[src/ups_pkg.sv]
// ups_pkg: constants and types for the uart pin-select block
// assumes a 250 MHz system clock and a wishbone register port
`default_nettype none
package ups_pkg;
  // system clock rate
  localparam int unsigned CLK_HZ      = 250_000_000;
  // internal baud source: 1000 kHz, so k = 0 gives 31.25 kbps
  localparam int unsigned INT_SRC_KHZ = 1000;
  localparam int unsigned INT_SRC_DIV = CLK_HZ / (INT_SRC_KHZ * 1000);
  localparam logic [7:0]  INT_DIV_LAST = 8'(INT_SRC_DIV - 1);
  // divider base: each half bit lasts k + 16 source ticks
  localparam logic [4:0]  BG_BASE     = 5'h10;

  // register indexes; byte address is four times the index
  localparam logic [15:0] IDX_ASYNC_MODE   = 16'hFF70;
  localparam logic [15:0] IDX_ASYNC_STATUS = 16'hFF71;
  localparam logic [15:0] IDX_CLK_SER_MODE = 16'hFF72;
  localparam logic [15:0] IDX_BAUD_GEN     = 16'hFF73;
  localparam logic [15:0] IDX_DATA         = 16'hFF74;
  localparam logic [15:0] IDX_PIN_ROUTE    = 16'hFF75;
  localparam logic [7:0]  REG_RESET        = 8'h00;

  // async mode fields
  localparam int unsigned MODE_TXE     = 7;
  localparam int unsigned MODE_RXE     = 6;
  localparam int unsigned MODE_SL      = 2;
  localparam int unsigned MODE_SRC_INT = 0;
  // async status fields
  localparam int unsigned STAT_OVR     = 0;
  localparam int unsigned STAT_FE      = 1;
  localparam int unsigned STAT_TXBUSY  = 2;
  // clocked serial mode: three-wire enable
  localparam int unsigned CSM_THREE    = 7;
  // pin route fields; other bits read zero
  localparam int unsigned ROUTE_TX     = 5;
  localparam int unsigned ROUTE_RX     = 4;
  localparam logic [7:0]  ROUTE_MASK   = 8'h30;

  // frame lengths in bit ticks, plus one lead tick
  localparam logic [3:0]  TX_LOAD_1    = 4'hB;
  localparam logic [3:0]  TX_LOAD_2    = 4'hC;
  localparam logic [3:0]  DATA_BITS    = 4'h8;

  // operating modes, exactly three
  typedef enum logic [2:0] {
    MODE_STOP  = 3'h1,
    MODE_UART  = 3'h2,
    MODE_3WIRE = 3'h4
  } ups_mode_e;
  typedef enum logic [1:0] {
    TX_IDLE  = 2'h1,
    TX_SHIFT = 2'h2
  } ups_tx_e;
  typedef enum logic [2:0] {
    RX_IDLE  = 3'h1,
    RX_START = 3'h2,
    RX_DATA  = 3'h4
  } ups_rx_e;
endpackage : ups_pkg
`default_nettype wire

[src/ups_baud.sv]
// ups_baud: divides source ticks by k + 16 per half bit
// assumes src_tick_i is a one-cycle pulse on the same clock
`timescale 1ns/1ns
`default_nettype none
module ups_baud
  import ups_pkg::*;
(
  // clock and reset
  input  wire logic       clk_i,
  input  wire logic       reset_n_i,
  // control
  input  wire logic       src_tick_i,
  input  wire logic       clear_i,
  input  wire logic [3:0] k_i,
  // half-bit and full-bit pulses
  output logic            half_o,
  output logic            rise_o
);
  typedef struct packed {
    logic [4:0] cnt;
    logic       bclk;
    logic       half;
    logic       rise;
  } ups_baud_s;
  ups_baud_s  q;
  ups_baud_s  n;
  logic [4:0] term;

  // last count of a half period
  assign term = 5'(BG_BASE + {1'b0, k_i}) - 5'h01;

  // reload at k + 16 and toggle, giving even duty
  always_comb begin
    n      = q;
    n.half = 1'b0;
    n.rise = 1'b0;
    if (clear_i) begin
      n.cnt  = '0;
      n.bclk = 1'b0;
    end else if (src_tick_i) begin
      if (q.cnt == term) begin
        n.cnt  = '0;
        n.bclk = ~q.bclk;
        n.half = 1'b1;
        n.rise = ~q.bclk;
      end else begin
        n.cnt = q.cnt + 5'h01;
      end
    end
  end

  always_ff @(posedge clk_i) begin
    if (!reset_n_i) begin
      q <= '0;
    end else begin
      q <= n;
    end
  end

  assign half_o = q.half;
  assign rise_o = q.rise;
endmodule : ups_baud
`default_nettype wire

[src/ups_sync.sv]
// ups_sync: two flip-flop synchroniser for pin inputs
// assumes inputs asynchronous to clk_i; idle level given by INIT
`timescale 1ns/1ns
`default_nettype none
module ups_sync #(
  parameter int unsigned     W    = 1,
  parameter logic [W-1:0]    INIT = '1
) (
  // clock and reset
  input  wire logic         clk_i,
  input  wire logic         reset_n_i,
  // pins in, synchronised out
  input  wire logic [W-1:0] pin_i,
  output logic      [W-1:0] sync_o
);
  typedef struct packed {
    logic [W-1:0] s1;
    logic [W-1:0] s2;
  } ups_sync_s;
  ups_sync_s q;
  ups_sync_s n;

  // first stage feeds only the second
  always_comb begin
    n    = q;
    n.s1 = pin_i;
    n.s2 = q.s1;
  end

  // register with idle level at reset
  always_ff @(posedge clk_i) begin
    if (!reset_n_i) begin
      q <= {INIT, INIT};
    end else begin
      q <= n;
    end
  end

  assign sync_o = q.s2;
endmodule : ups_sync
`default_nettype wire

[src/ups_uart.sv]
// ups_uart: uart slice with pin routing and external baud source
// assumes a classic wishbone master and a remote uart on the pins
//
// How it works
// - external rate is pin clock over 2(k+16)
// - route bits pick first or second pin
// - route bits act only while enables set
// - exactly three modes: stop, uart, three-wire
// - stop mode: no transfer, pins released
// - byte after start bit, full duplex
// - only one tx pin and one rx pin used at once
// - internal source frees external clock pin
// - overrun repeats until receive buffer read
// - receiver checks only one stop bit
// - reset clears mode, status, route registers
// - baud generator can produce 31.25 kbps
// - busy option on channel 1 blocks pair b
// - route register byte writable, unused bits zero
//
// The Wishbone interface to the registers was decided locally.
`timescale 1ns/1ns
`default_nettype none
module ups_uart
  import ups_pkg::*;
(
  // clock and reset
  input  wire logic        CLK_I,
  input  wire logic        RESET_N_I,
  // wishbone slave
  input  wire logic        CYC_I,
  input  wire logic        STB_I,
  input  wire logic        WE_I,
  input  wire logic [17:2] ADR_I,
  input  wire logic [3:0]  SEL_I,
  input  wire logic [31:0] DAT_I,
  output logic      [31:0] DAT_O,
  output logic             ACK_O,
  // serial pins
  input  wire logic        RX_PIN_A_I,
  input  wire logic        RX_PIN_B_I,
  input  wire logic        EXT_BAUD_CLOCK_PIN_I,
  output logic             TX_PIN_A_O,
  output logic             TX_PIN_A_OE_O,
  output logic             TX_PIN_B_O,
  output logic             TX_PIN_B_OE_O,
  // port sharing
  input  wire logic        CH1_BUSY_OPT_I,
  output logic             DATA_PINS_FREE_O,
  output logic             EXT_CLK_PORT_FREE_O
);
  // whole block state
  typedef struct packed {
    logic        ack;
    logic [7:0]  rdata;
    logic [7:0]  amode;
    logic [7:0]  astat;
    logic [7:0]  csm;
    logic [7:0]  brg;
    logic [7:0]  route;
    logic [7:0]  receive_buffer;
    logic        rx_full;
    ups_mode_e   mode;
    ups_tx_e     tx_st;
    logic [11:0] tx_sr;
    logic [3:0]  tx_cnt;
    ups_rx_e     rx_st;
    logic [7:0]  rx_sr;
    logic [3:0]  rx_cnt;
    logic        rx_ph;
    logic        rx_prev;
    logic [7:0]  div;
    logic        src_tick;
    logic        ext_prev;
    logic        tx_line;
    logic        tx_a_oe;
    logic        tx_b_oe;
    logic        pins_free;
    logic        clk_free;
  } ups_top_s;
  ups_top_s    q;
  ups_top_s    n;

  logic [2:0]  sync_q;
  logic        ext_s;
  logic        req;
  logic        wr;
  logic        data_wr;
  logic        data_rd;
  logic        stat_rd;
  logic        transmit_enable_flag;
  logic        receive_enable_flag;
  logic        tx_pick;
  logic        rx_pick;
  logic        src_int;
  logic        tx_on;
  logic        rx_on;
  logic        rx_line;
  logic        tx_go;
  logic        rx_end;
  logic        tx_bit;
  logic        rx_half;

  // all pins pass two flops before use
  ups_sync #(
    .W    (3),
    .INIT (3'h7)
  ) u_sync (
    .clk_i     (CLK_I),
    .reset_n_i (RESET_N_I),
    .pin_i     ({EXT_BAUD_CLOCK_PIN_I, RX_PIN_B_I, RX_PIN_A_I}),
    .sync_o    (sync_q)
  );
  assign ext_s = sync_q[2];

  // transmit divider runs only while transmit is enabled
  ups_baud u_tx_baud (
    .clk_i      (CLK_I),
    .reset_n_i  (RESET_N_I),
    .src_tick_i (q.src_tick),
    .clear_i    (!tx_on),
    .k_i        (q.brg[3:0]),
    .half_o     (),
    .rise_o     (tx_bit)
  );

  // receive divider held clear while idle, so the first
  // half pulse lands in the middle of the start bit
  ups_baud u_rx_baud (
    .clk_i      (CLK_I),
    .reset_n_i  (RESET_N_I),
    .src_tick_i (q.src_tick),
    .clear_i    (q.rx_st == RX_IDLE),
    .k_i        (q.brg[3:0]),
    .half_o     (rx_half),
    .rise_o     ()
  );

  // bus decode; one wait state, side effects at the taking edge
  assign req     = CYC_I && STB_I && !q.ack;
  assign wr      = req && WE_I && SEL_I[0];
  assign data_wr = wr && ADR_I == IDX_DATA;
  assign data_rd = req && !WE_I && ADR_I == IDX_DATA;
  assign stat_rd = req && !WE_I && ADR_I == IDX_ASYNC_STATUS;

  // control fields
  assign transmit_enable_flag     = q.amode[MODE_TXE];
  assign receive_enable_flag     = q.amode[MODE_RXE];
  assign src_int = q.amode[MODE_SRC_INT];
  assign tx_pick = q.route[ROUTE_TX];
  assign rx_pick = q.route[ROUTE_RX];
  assign tx_on   = q.mode == MODE_UART && transmit_enable_flag;
  assign rx_on   = q.mode == MODE_UART && receive_enable_flag;

  // one receive pin at a time; pair b unusable under busy option
  assign rx_line = !rx_on
                 | (rx_pick ? (CH1_BUSY_OPT_I | sync_q[1])
                            : sync_q[0]);

  assign tx_go  = data_wr && tx_on && q.tx_st == TX_IDLE;
  assign rx_end = q.rx_st == RX_DATA && rx_half && q.rx_ph
               && q.rx_cnt == DATA_BITS;

  // next state
  always_comb begin
    n          = q;
    n.ack      = req;
    n.src_tick = 1'b0;
    n.ext_prev = ext_s;

    // baud source: internal divider or external pin edges
    if (src_int) begin
      if (q.div == INT_DIV_LAST) begin
        n.div      = '0;
        n.src_tick = 1'b1;
      end else begin
        n.div = q.div + 8'h01;
      end
    end else begin
      n.div      = '0;
      n.src_tick = ext_s & ~q.ext_prev;
    end

    // register reads; unmapped reads give zero
    if (req && !WE_I) begin
      case (ADR_I)
        IDX_ASYNC_MODE:   n.rdata = q.amode;
        IDX_ASYNC_STATUS: begin
          n.rdata = q.astat;
          n.rdata[STAT_TXBUSY] = q.tx_st == TX_SHIFT;
        end
        IDX_CLK_SER_MODE: n.rdata = q.csm;
        IDX_BAUD_GEN:     n.rdata = q.brg;
        IDX_DATA:         n.rdata = q.receive_buffer;
        IDX_PIN_ROUTE:    n.rdata = q.route & ROUTE_MASK;
        default:          n.rdata = REG_RESET;
      endcase
    end

    // register writes; unmapped writes are dropped
    if (wr) begin
      case (ADR_I)
        IDX_ASYNC_MODE:   n.amode = DAT_I[7:0];
        IDX_CLK_SER_MODE: n.csm   = DAT_I[7:0];
        IDX_BAUD_GEN:     n.brg   = DAT_I[7:0];
        IDX_PIN_ROUTE:    n.route = DAT_I[7:0] & ROUTE_MASK;
        default:          n.rdata = n.rdata;
      endcase
    end

    // read clears come first so a same-cycle event wins
    if (stat_rd) begin
      n.astat = REG_RESET;
    end
    if (data_rd) begin
      n.rx_full = 1'b0;
    end

    // mode from the mode registers
    if (q.csm[CSM_THREE]) begin
      n.mode = MODE_3WIRE;
    end else if (transmit_enable_flag || receive_enable_flag) begin
      n.mode = MODE_UART;
    end else begin
      n.mode = MODE_STOP;
    end

    // transmitter: a lead tick aligns the start bit to the divider
    if (!tx_on) begin
      n.tx_st = TX_IDLE;
      n.tx_sr = '1;
    end else if (tx_go) begin
      n.tx_st  = TX_SHIFT;
      n.tx_sr  = {2'h3, DAT_I[7:0], 2'h1};
      n.tx_cnt = q.amode[MODE_SL] ? TX_LOAD_2 : TX_LOAD_1;
    end else if (q.tx_st == TX_SHIFT && tx_bit) begin
      n.tx_sr  = {1'b1, q.tx_sr[11:1]};
      n.tx_cnt = q.tx_cnt - 4'h1;
      if (q.tx_cnt == 4'h1) begin
        n.tx_st = TX_IDLE;
      end
    end
    n.tx_line = n.tx_st == TX_SHIFT ? n.tx_sr[0] : 1'b1;

    // drivers follow route only while transmit is enabled
    n.tx_a_oe   = tx_on && !tx_pick;
    n.tx_b_oe   = tx_on && tx_pick && !CH1_BUSY_OPT_I;
    n.pins_free = n.mode == MODE_STOP;
    n.clk_free  = src_int || n.mode == MODE_STOP;

    // receiver: runs alongside the transmitter
    n.rx_prev = rx_line;
    if (!rx_on) begin
      n.rx_st = RX_IDLE;
    end else begin
      unique case (q.rx_st)
        RX_IDLE: begin
          if (q.rx_prev && !rx_line) begin
            n.rx_st = RX_START;
          end
        end
        RX_START: begin
          if (rx_half) begin
            n.rx_st  = rx_line ? RX_IDLE : RX_DATA;
            n.rx_cnt = '0;
            n.rx_ph  = 1'b0;
          end
        end
        RX_DATA: begin
          if (rx_half) begin
            n.rx_ph = ~q.rx_ph;
            if (q.rx_ph && q.rx_cnt != DATA_BITS) begin
              n.rx_sr  = {rx_line, q.rx_sr[7:1]};
              n.rx_cnt = q.rx_cnt + 4'h1;
            end else if (rx_end) begin
              // only the first stop bit is looked at
              n.rx_st = RX_IDLE;
              if (!rx_line) begin
                n.astat[STAT_FE] = 1'b1;
              end
              if (n.rx_full) begin
                n.astat[STAT_OVR] = 1'b1;
              end else begin
                n.receive_buffer     = q.rx_sr;
                n.rx_full = 1'b1;
              end
            end
          end
        end
      endcase
    end
  end

  // state register; all but the state and idle-high line flops clear to zero at reset
  always_ff @(posedge CLK_I) begin
    if (!RESET_N_I) begin
      q         <= '0;
      q.mode    <= MODE_STOP;
      q.tx_st   <= TX_IDLE;
      q.rx_st   <= RX_IDLE;
      q.tx_sr   <= '1;
      q.tx_line <= 1'b1;
      q.rx_prev <= 1'b1;
      q.ext_prev <= 1'b1;
    end else begin
      q <= n;
    end
  end

  // outputs straight from flops
  assign DAT_O               = {24'h000000, q.rdata};
  assign ACK_O               = q.ack;
  assign TX_PIN_A_O          = q.tx_line;
  assign TX_PIN_B_O          = q.tx_line;
  assign TX_PIN_A_OE_O       = q.tx_a_oe;
  assign TX_PIN_B_OE_O       = q.tx_b_oe;
  assign DATA_PINS_FREE_O    = q.pins_free;
  assign EXT_CLK_PORT_FREE_O = q.clk_free;
endmodule : ups_uart
`default_nettype wire
[config.mk]
export PLATFORM = sky130hd
export DESIGN_NAME = ups_uart
export DESIGN_NICKNAME = d
export VERILOG_FILES = /design/src/ups_pkg.sv /design/src/ups_baud.sv /design/src/ups_sync.sv /design/src/ups_uart.sv
export SDC_FILE = /design/constraint.sdc
export NUM_CORES = 1
export LEC_CHECK = 0
export BUFFER_PORTS_ARGS = -buffer_cell sky130_fd_sc_hd__buf_2
export CORE_MARGIN = 4
export CORE_UTILIZATION = 43
export CTS_CLUSTER_SIZE = 12
export DETAILED_ROUTE_END_ITERATION = 10
export HOLD_SLACK_MARGIN = 0.05
export MAX_ROUTING_LAYER = met4
export PLACE_DENSITY = 0.71
export SLEW_MARGIN = 15
export SYNTH_ARGS = -nofsm -noshare
export SYNTH_HDL_FRONTEND = slang
export SYNTH_SLANG_ARGS = --single-unit
export TNS_END_PERCENT = 50
[constraint.sdc]
create_clock -name CLK_I -period 5.1 [get_ports CLK_I]
set_input_delay 1.275 -clock CLK_I [delete_from_list [all_inputs] [get_ports CLK_I]]
set_output_delay 1.275 -clock CLK_I [all_outputs]
set_load 0.05 [all_outputs]
# After elaboration in Yosys (flattened, before gate mapping)
# Cells that the tools add are included.
[word_totals]
register_bits = 117
in_bits = 61
output_inout_bits = 39
elab_cells = 169
[classes]
addsub = 7
n_eq_ne = 26
n_mux = 39
bitwise_logic = 12
n_reduce_logical = 50
[ops]
columns = ["cell", "n"]
rows = [
  ["== test 16 bit, second input constant", 6],
  ["one-hot mux 8 bit (6 select lines)", 1],
  ["two-way mux 18 bit", 2],
  ["logical AND 1 bit", 21],
  ["two-way mux 3 bit", 7],
  ["AND reduction 2 bit", 10],
  ["two-way mux 2 bit", 9],
  ["two-way mux 16 bit", 1],
  ["two-way mux 5 bit", 3],
  ["two-way mux 14 bit", 1],
  ["two-way mux 12 bit", 1],
  ["AND reduction 4 bit", 3],
  ["two-way mux 1 bit", 11],
  ["adder 5 x 1 -> 5 bit, second input constant", 2],
  ["== test 5 bit", 2],
  ["one-hot mux 5 bit (2 select lines)", 1],
  ["AND reduction 5 bit", 2],
  ["inverter 1 bit", 9],
  ["one-hot mux 3 bit (3 select lines)", 1],
  ["adder 8 x 1 -> 8 bit, second input constant", 1],
  ["== test 8 bit, second input constant", 1],
  ["two-way mux 8 bit", 1],
  ["== test 3 x 1 -> 1 bit, second input constant", 2],
  ["== test 3 x 2 -> 1 bit, second input constant", 2],
  ["20 further kinds", 34],
]

# Depth between registers and ports, before layout
[logic_depth]
depth_word = 11
ltp_mapped = 9
mapped_depth_nobuf = 7

# Hierarchy
# Synthesis repeated with hierarchy kept, for this count alone.
[unflattened]
cells_unflattened = 632
area_unflattened_um2 = 5710.5
[by_module_without_submodules]
columns = ["mod", "instances", "cells_per_inst", "area_per_inst_um2"]
rows = [
  ["ups_uart", 1, 532, 4654.5],
  ["ups_baud", 2, 44, 449.2],
  ["ups_sync", 1, 12, 157.7],
]

# Least setup slack after synthesis
# No wires, ideal clock.
[synth_timing]
path_type = "input port to flip-flop"
startpoint = "input port ADR_I[4] (netlist bit)"
endpoint = "register q[45] (netlist bit)"
setup_time_ns = 0.135
arrival_time_ns = 2.557
required_ns = 4.965
setup_slack_ns = 2.409
stages = 8
path_cell_list = "buf_4 > nor3b_4 > and3b_1 > and4_1 > buf_6 > buf_8 > mux2i_1 > nand3_1"
[synth_between]
elab_chain_cells = 5
word_cells_on_any_way = 6
classes_between = "eq/ne (1); mux (1); reduce/logical (4)"
[synth_lines]
columns = ["element", "line_no", "source"]
rows = [
  ["from (decl)", "ups_uart.sv:33", "input wire logic [17:2] ADR_I,"],
  ["== test 16 bit *", "ups_uart.sv:141", "assign data_wr = wr && ADR_I == IDX_DATA;"],
  ["logical AND 1 bit *", "ups_uart.sv:141", ""],
  ["logical AND 1 bit * (2 in a row)", "ups_uart.sv:159", "assign tx_go = data_wr && tx_on && q.tx_st == TX_IDLE;"],
  ["two-way mux 18 bit / nonzero test 2 bit (equally long branches)", "n/a", ""],
  ["to (signal assigned)", "ups_uart.sv:305", "q <= n;"],
  ["to (decl)", "ups_uart.sv:80", "ups_top_s q;"],
]
# Every way passes the cells marked *; elsewhere a longest branch is shown, timed or not.
# A chain may end at the register's enable or synchronous reset.

# Final worst setup path
[layout_timing]
startpoint = "input port ADR_I[2] (netlist bit)"
endpoint = "register q[45] (netlist bit)"
# The elaborated chain is that of the path after synthesis.

==> results.md <==
* Port bufs at 48
* Worst clock skew at 0.00421 ns
* Clk root buf: clkbuf_16
* CP startpoint kind: primary input
* Vias per inst at 5.37
* Slew @ Worst Pin at 0.820 ns
* Leak at 2.54 nW
* Fillers at 1168
* # setup viols final at 0
* First-pass DRT Iterations at 4
* Final Cycle Share at 57.0%
* Status: finished clean
* Setup TNS Final at 0 ns
* Initial antenna violation count at 0
* CTS Hold Bufs at 0
* Fin worst setup slack at 2.19 ns
* CTS Buffer Depth at 2
* Overall power at 2.22 mW
* CP endpoint kind: flip-flop
* # diodes at 0
* RSZ-0062 raised after global routing: no
* Most common cell in the synthesized netlist: dfxtp_1
* Synthesized flop and latch total at 116
* Die area at 15100 um^2
* Post-route DRC at 0
* Critical path's slowest cell: and4_1
* CTS buffer count at 17
* Final Max Slew Viols at 0
* Highest cell delay on the worst timing path at 0.62 ns
* Post-route ant nets at 0
* Synthesis-to-layout area growth at 13.3%
* Worst slew margin at 45.3%
* Cell taking the most area after synthesis: dfxtp_1
* Die X at 123 um
* Worst Path Arrival at 3.19 ns
* Gr usage total at 17.9%
* CTS tree: yes
* Drt wl/cell at 15.3 um
* Top FF cell, synth: dfxtp_1
* Number of hold violations in the final report at 0
* Critical path capture point: q[45]
* Start of the worst register-to-register path: q[50]
* Final WL at 12800 um
* TritonCTS Sinks at 116
* Min cycle time layout at 2.91 ns
* FF-to-FF setup slack at 2.84 ns
* Total Nets Final at 720
* Setup Fix Bufs, Post-CTS at 0
* Fmax at 344 MHz
* Power Density at 347 nW/um^2
* Maximum fanout along the worst path at 18
* Post-synth cell types at 66
* CP startpoint: ADR_I[2]
* Critical Path RT at 5.38 ns
* Share of cells above drive strength 1 at 15.4%
* Reg2Reg Depth at 5
* First DRT Iteration DRCs at 380
* Count of mapped cells out of synthesis at 619
* Pin count of the biggest net entering global routing at 42
* DR vias at 4485
* FF-to-FF End: q[45]
* Post-CTS resize count at 0
* Ports at 100
* HP Class: reg2reg
* Hold Slack at 0.404 ns
* Post-DP HPWL at 9170 um
* Congestion Overflow GR at 0
* Clock transition at path regs at 0.06 ns
* Post-synthesis cell area at 5660 um^2
* Top-area cell type share of the netlist area at 41.0%
* Syn Area/Cell at 9.15 um^2
* Number of synthesized flops with an enable pin at 0
* VDD IR max at 0.227 mV
* Seq/Total Area, Yosys at 41.0%
* Initial cell density of the core at 44.3%
* H-Tree Depth at 4
* DP Worst Slack at 1.80 ns
* First-pass GRT wire length at 20600 um
* Crit Path Class: in2reg
* Yosys warnings at 0
* Worst skew pair latency at 0.41 ns
* Post-synth ARST share at 0%
* Critical path cell sequence: buf_2 -> nor3b_4 -> and3b_1 -> and4_1 -> mux2i_1 -> nand3_1
* CORE AREA at 12800 um^2
* Final Wtd Congestion at 0.853
* Synth area leaders: dfxtp_1 41%, mux2i_1 8.0%, buf_4 4.6%
* Vias in the first global route at 4275
* Die Y at 123 um
* Max_cap viols at 0
* Commonest cells in the synthesized netlist: 116 x dfxtp_1, 55 x nand2_1, 45 x mux2i_1, 36 x nor2_1, 35 x buf_4
* Row count at 41
[metrics by stage]
step / util, % / area (um^2) / cells
after floorplan: - / 5750 / 642
after global placement: 45.5 / 5810 / 803
after detailed placement: 45.5 / 5810 / 803
after CTS: 50.2 / 6410 / 835
after global routing: 50.2 / 6410 / 835
final: 50.2 / 6410 / 835
[worst max-delay path: cells and delay by family]
family                 cells  cell delay (ns)
multiplexers               1             0.25
AND/OR/NAND/NOR            4             1.40
buffers and inverters      1             0.27
[layout by cell type (no fill, tap or decap), types with 6 or more instances in the layout]
| master | n |
|---|---|
| nor3_1 | 21 |
| nand2b_1 | 16 |
| nand3_1 | 27 |
| buf_2 | 48 |
| xnor2_1 | 8 |
| and3_1 | 8 |
| a221o_1 | 6 |
| clkbuf_16 | 17 |
| ha_1 | 9 |
| nand2_1 | 55 |
| inv_1 | 10 |
| nor2b_1 | 34 |
| a22oi_1 | 6 |
| a21boi_0 | 12 |
| conb_1 | 24 |
| xor2_1 | 14 |
| dfxtp_1 | 116 |
| a21o_1 | 8 |
| mux2i_1 | 45 |
| a21oi_1 | 13 |
| nor2_1 | 36 |
| o21ai_0 | 25 |
| nand4_1 | 9 |
[worst min path at each step]
stage	depth (start not counted)	to	startpoint	slack [ns]
after CTS	1	u_sync.sync_o[0]	u_sync.n[0]	0.41
after detailed placement	1	u_sync.sync_o[0]	u_sync.n[0]	0.39
after global routing	1	u_sync.sync_o[0]	u_sync.n[0]	0.43
after floorplan	1	u_sync.sync_o[0]	u_sync.n[0]	0.39
after global placement	1	u_sync.sync_o[2]	u_sync.n[2]	0.39
final	1	u_sync.sync_o[0]	u_sync.n[0]	0.40
[power breakdown]
| part | internal, mW | leakage [nW] | switching, mW |
|---|---|---|---|
| logic | 0.0244 | 1.32 | 0.0781 |
| clock network | 0.770 | 0.282 | 0.440 |
| registers | 0.911 | 0.937 | 0.00164 |
| total | 1.71 | 2.54 | 0.520 |
[logic make-up after synthesis]
logic type,share of synthesized area (%)
xor gates and xnor gates,3.40
muxes,8.55
and+or+nand+nor,24.9
buffers and inverters,7.95
adders and majority gates,1.99
AOI/OAI and AO/OA,12.1
other,0.0662
DFF,41.0
[layout make-up]
class | count | area, um^2 | share of cell area [%]
Sequential cell | 116 | 2320 | 36.2
Timing Repair Buffer | 50 | 255 | 3.98
Tap cell | 172 | 215 | 3.35
Clock inverter | 15 | 181 | 2.83
Clock buffer | 17 | 425 | 6.63
Multi-Input combinational cell | 455 | 2980 | 46.4
Inverter | 10 | 37.5 | 0.585
[layer usage]
metal	track usage, %	vias up	wire, um
met5	-	-	0
li1	-	2187	-
met1	22.0	2153	5830
met2	28.1	118	6030
met4	7.21	0	252
met3	4.61	27	665
[registers in the layout, summed over array words and instances, names as in the netlist, 3 cells and up]
| name | cells |
|---|---|
| DAT_O | 8 |
| q | 83 |
| u_rx_baud.q | 5 |
| u_sync.n | 3 |
| u_sync.sync_o | 3 |
| u_tx_baud.q | 6 |
(Power assumes the default switching activity.)
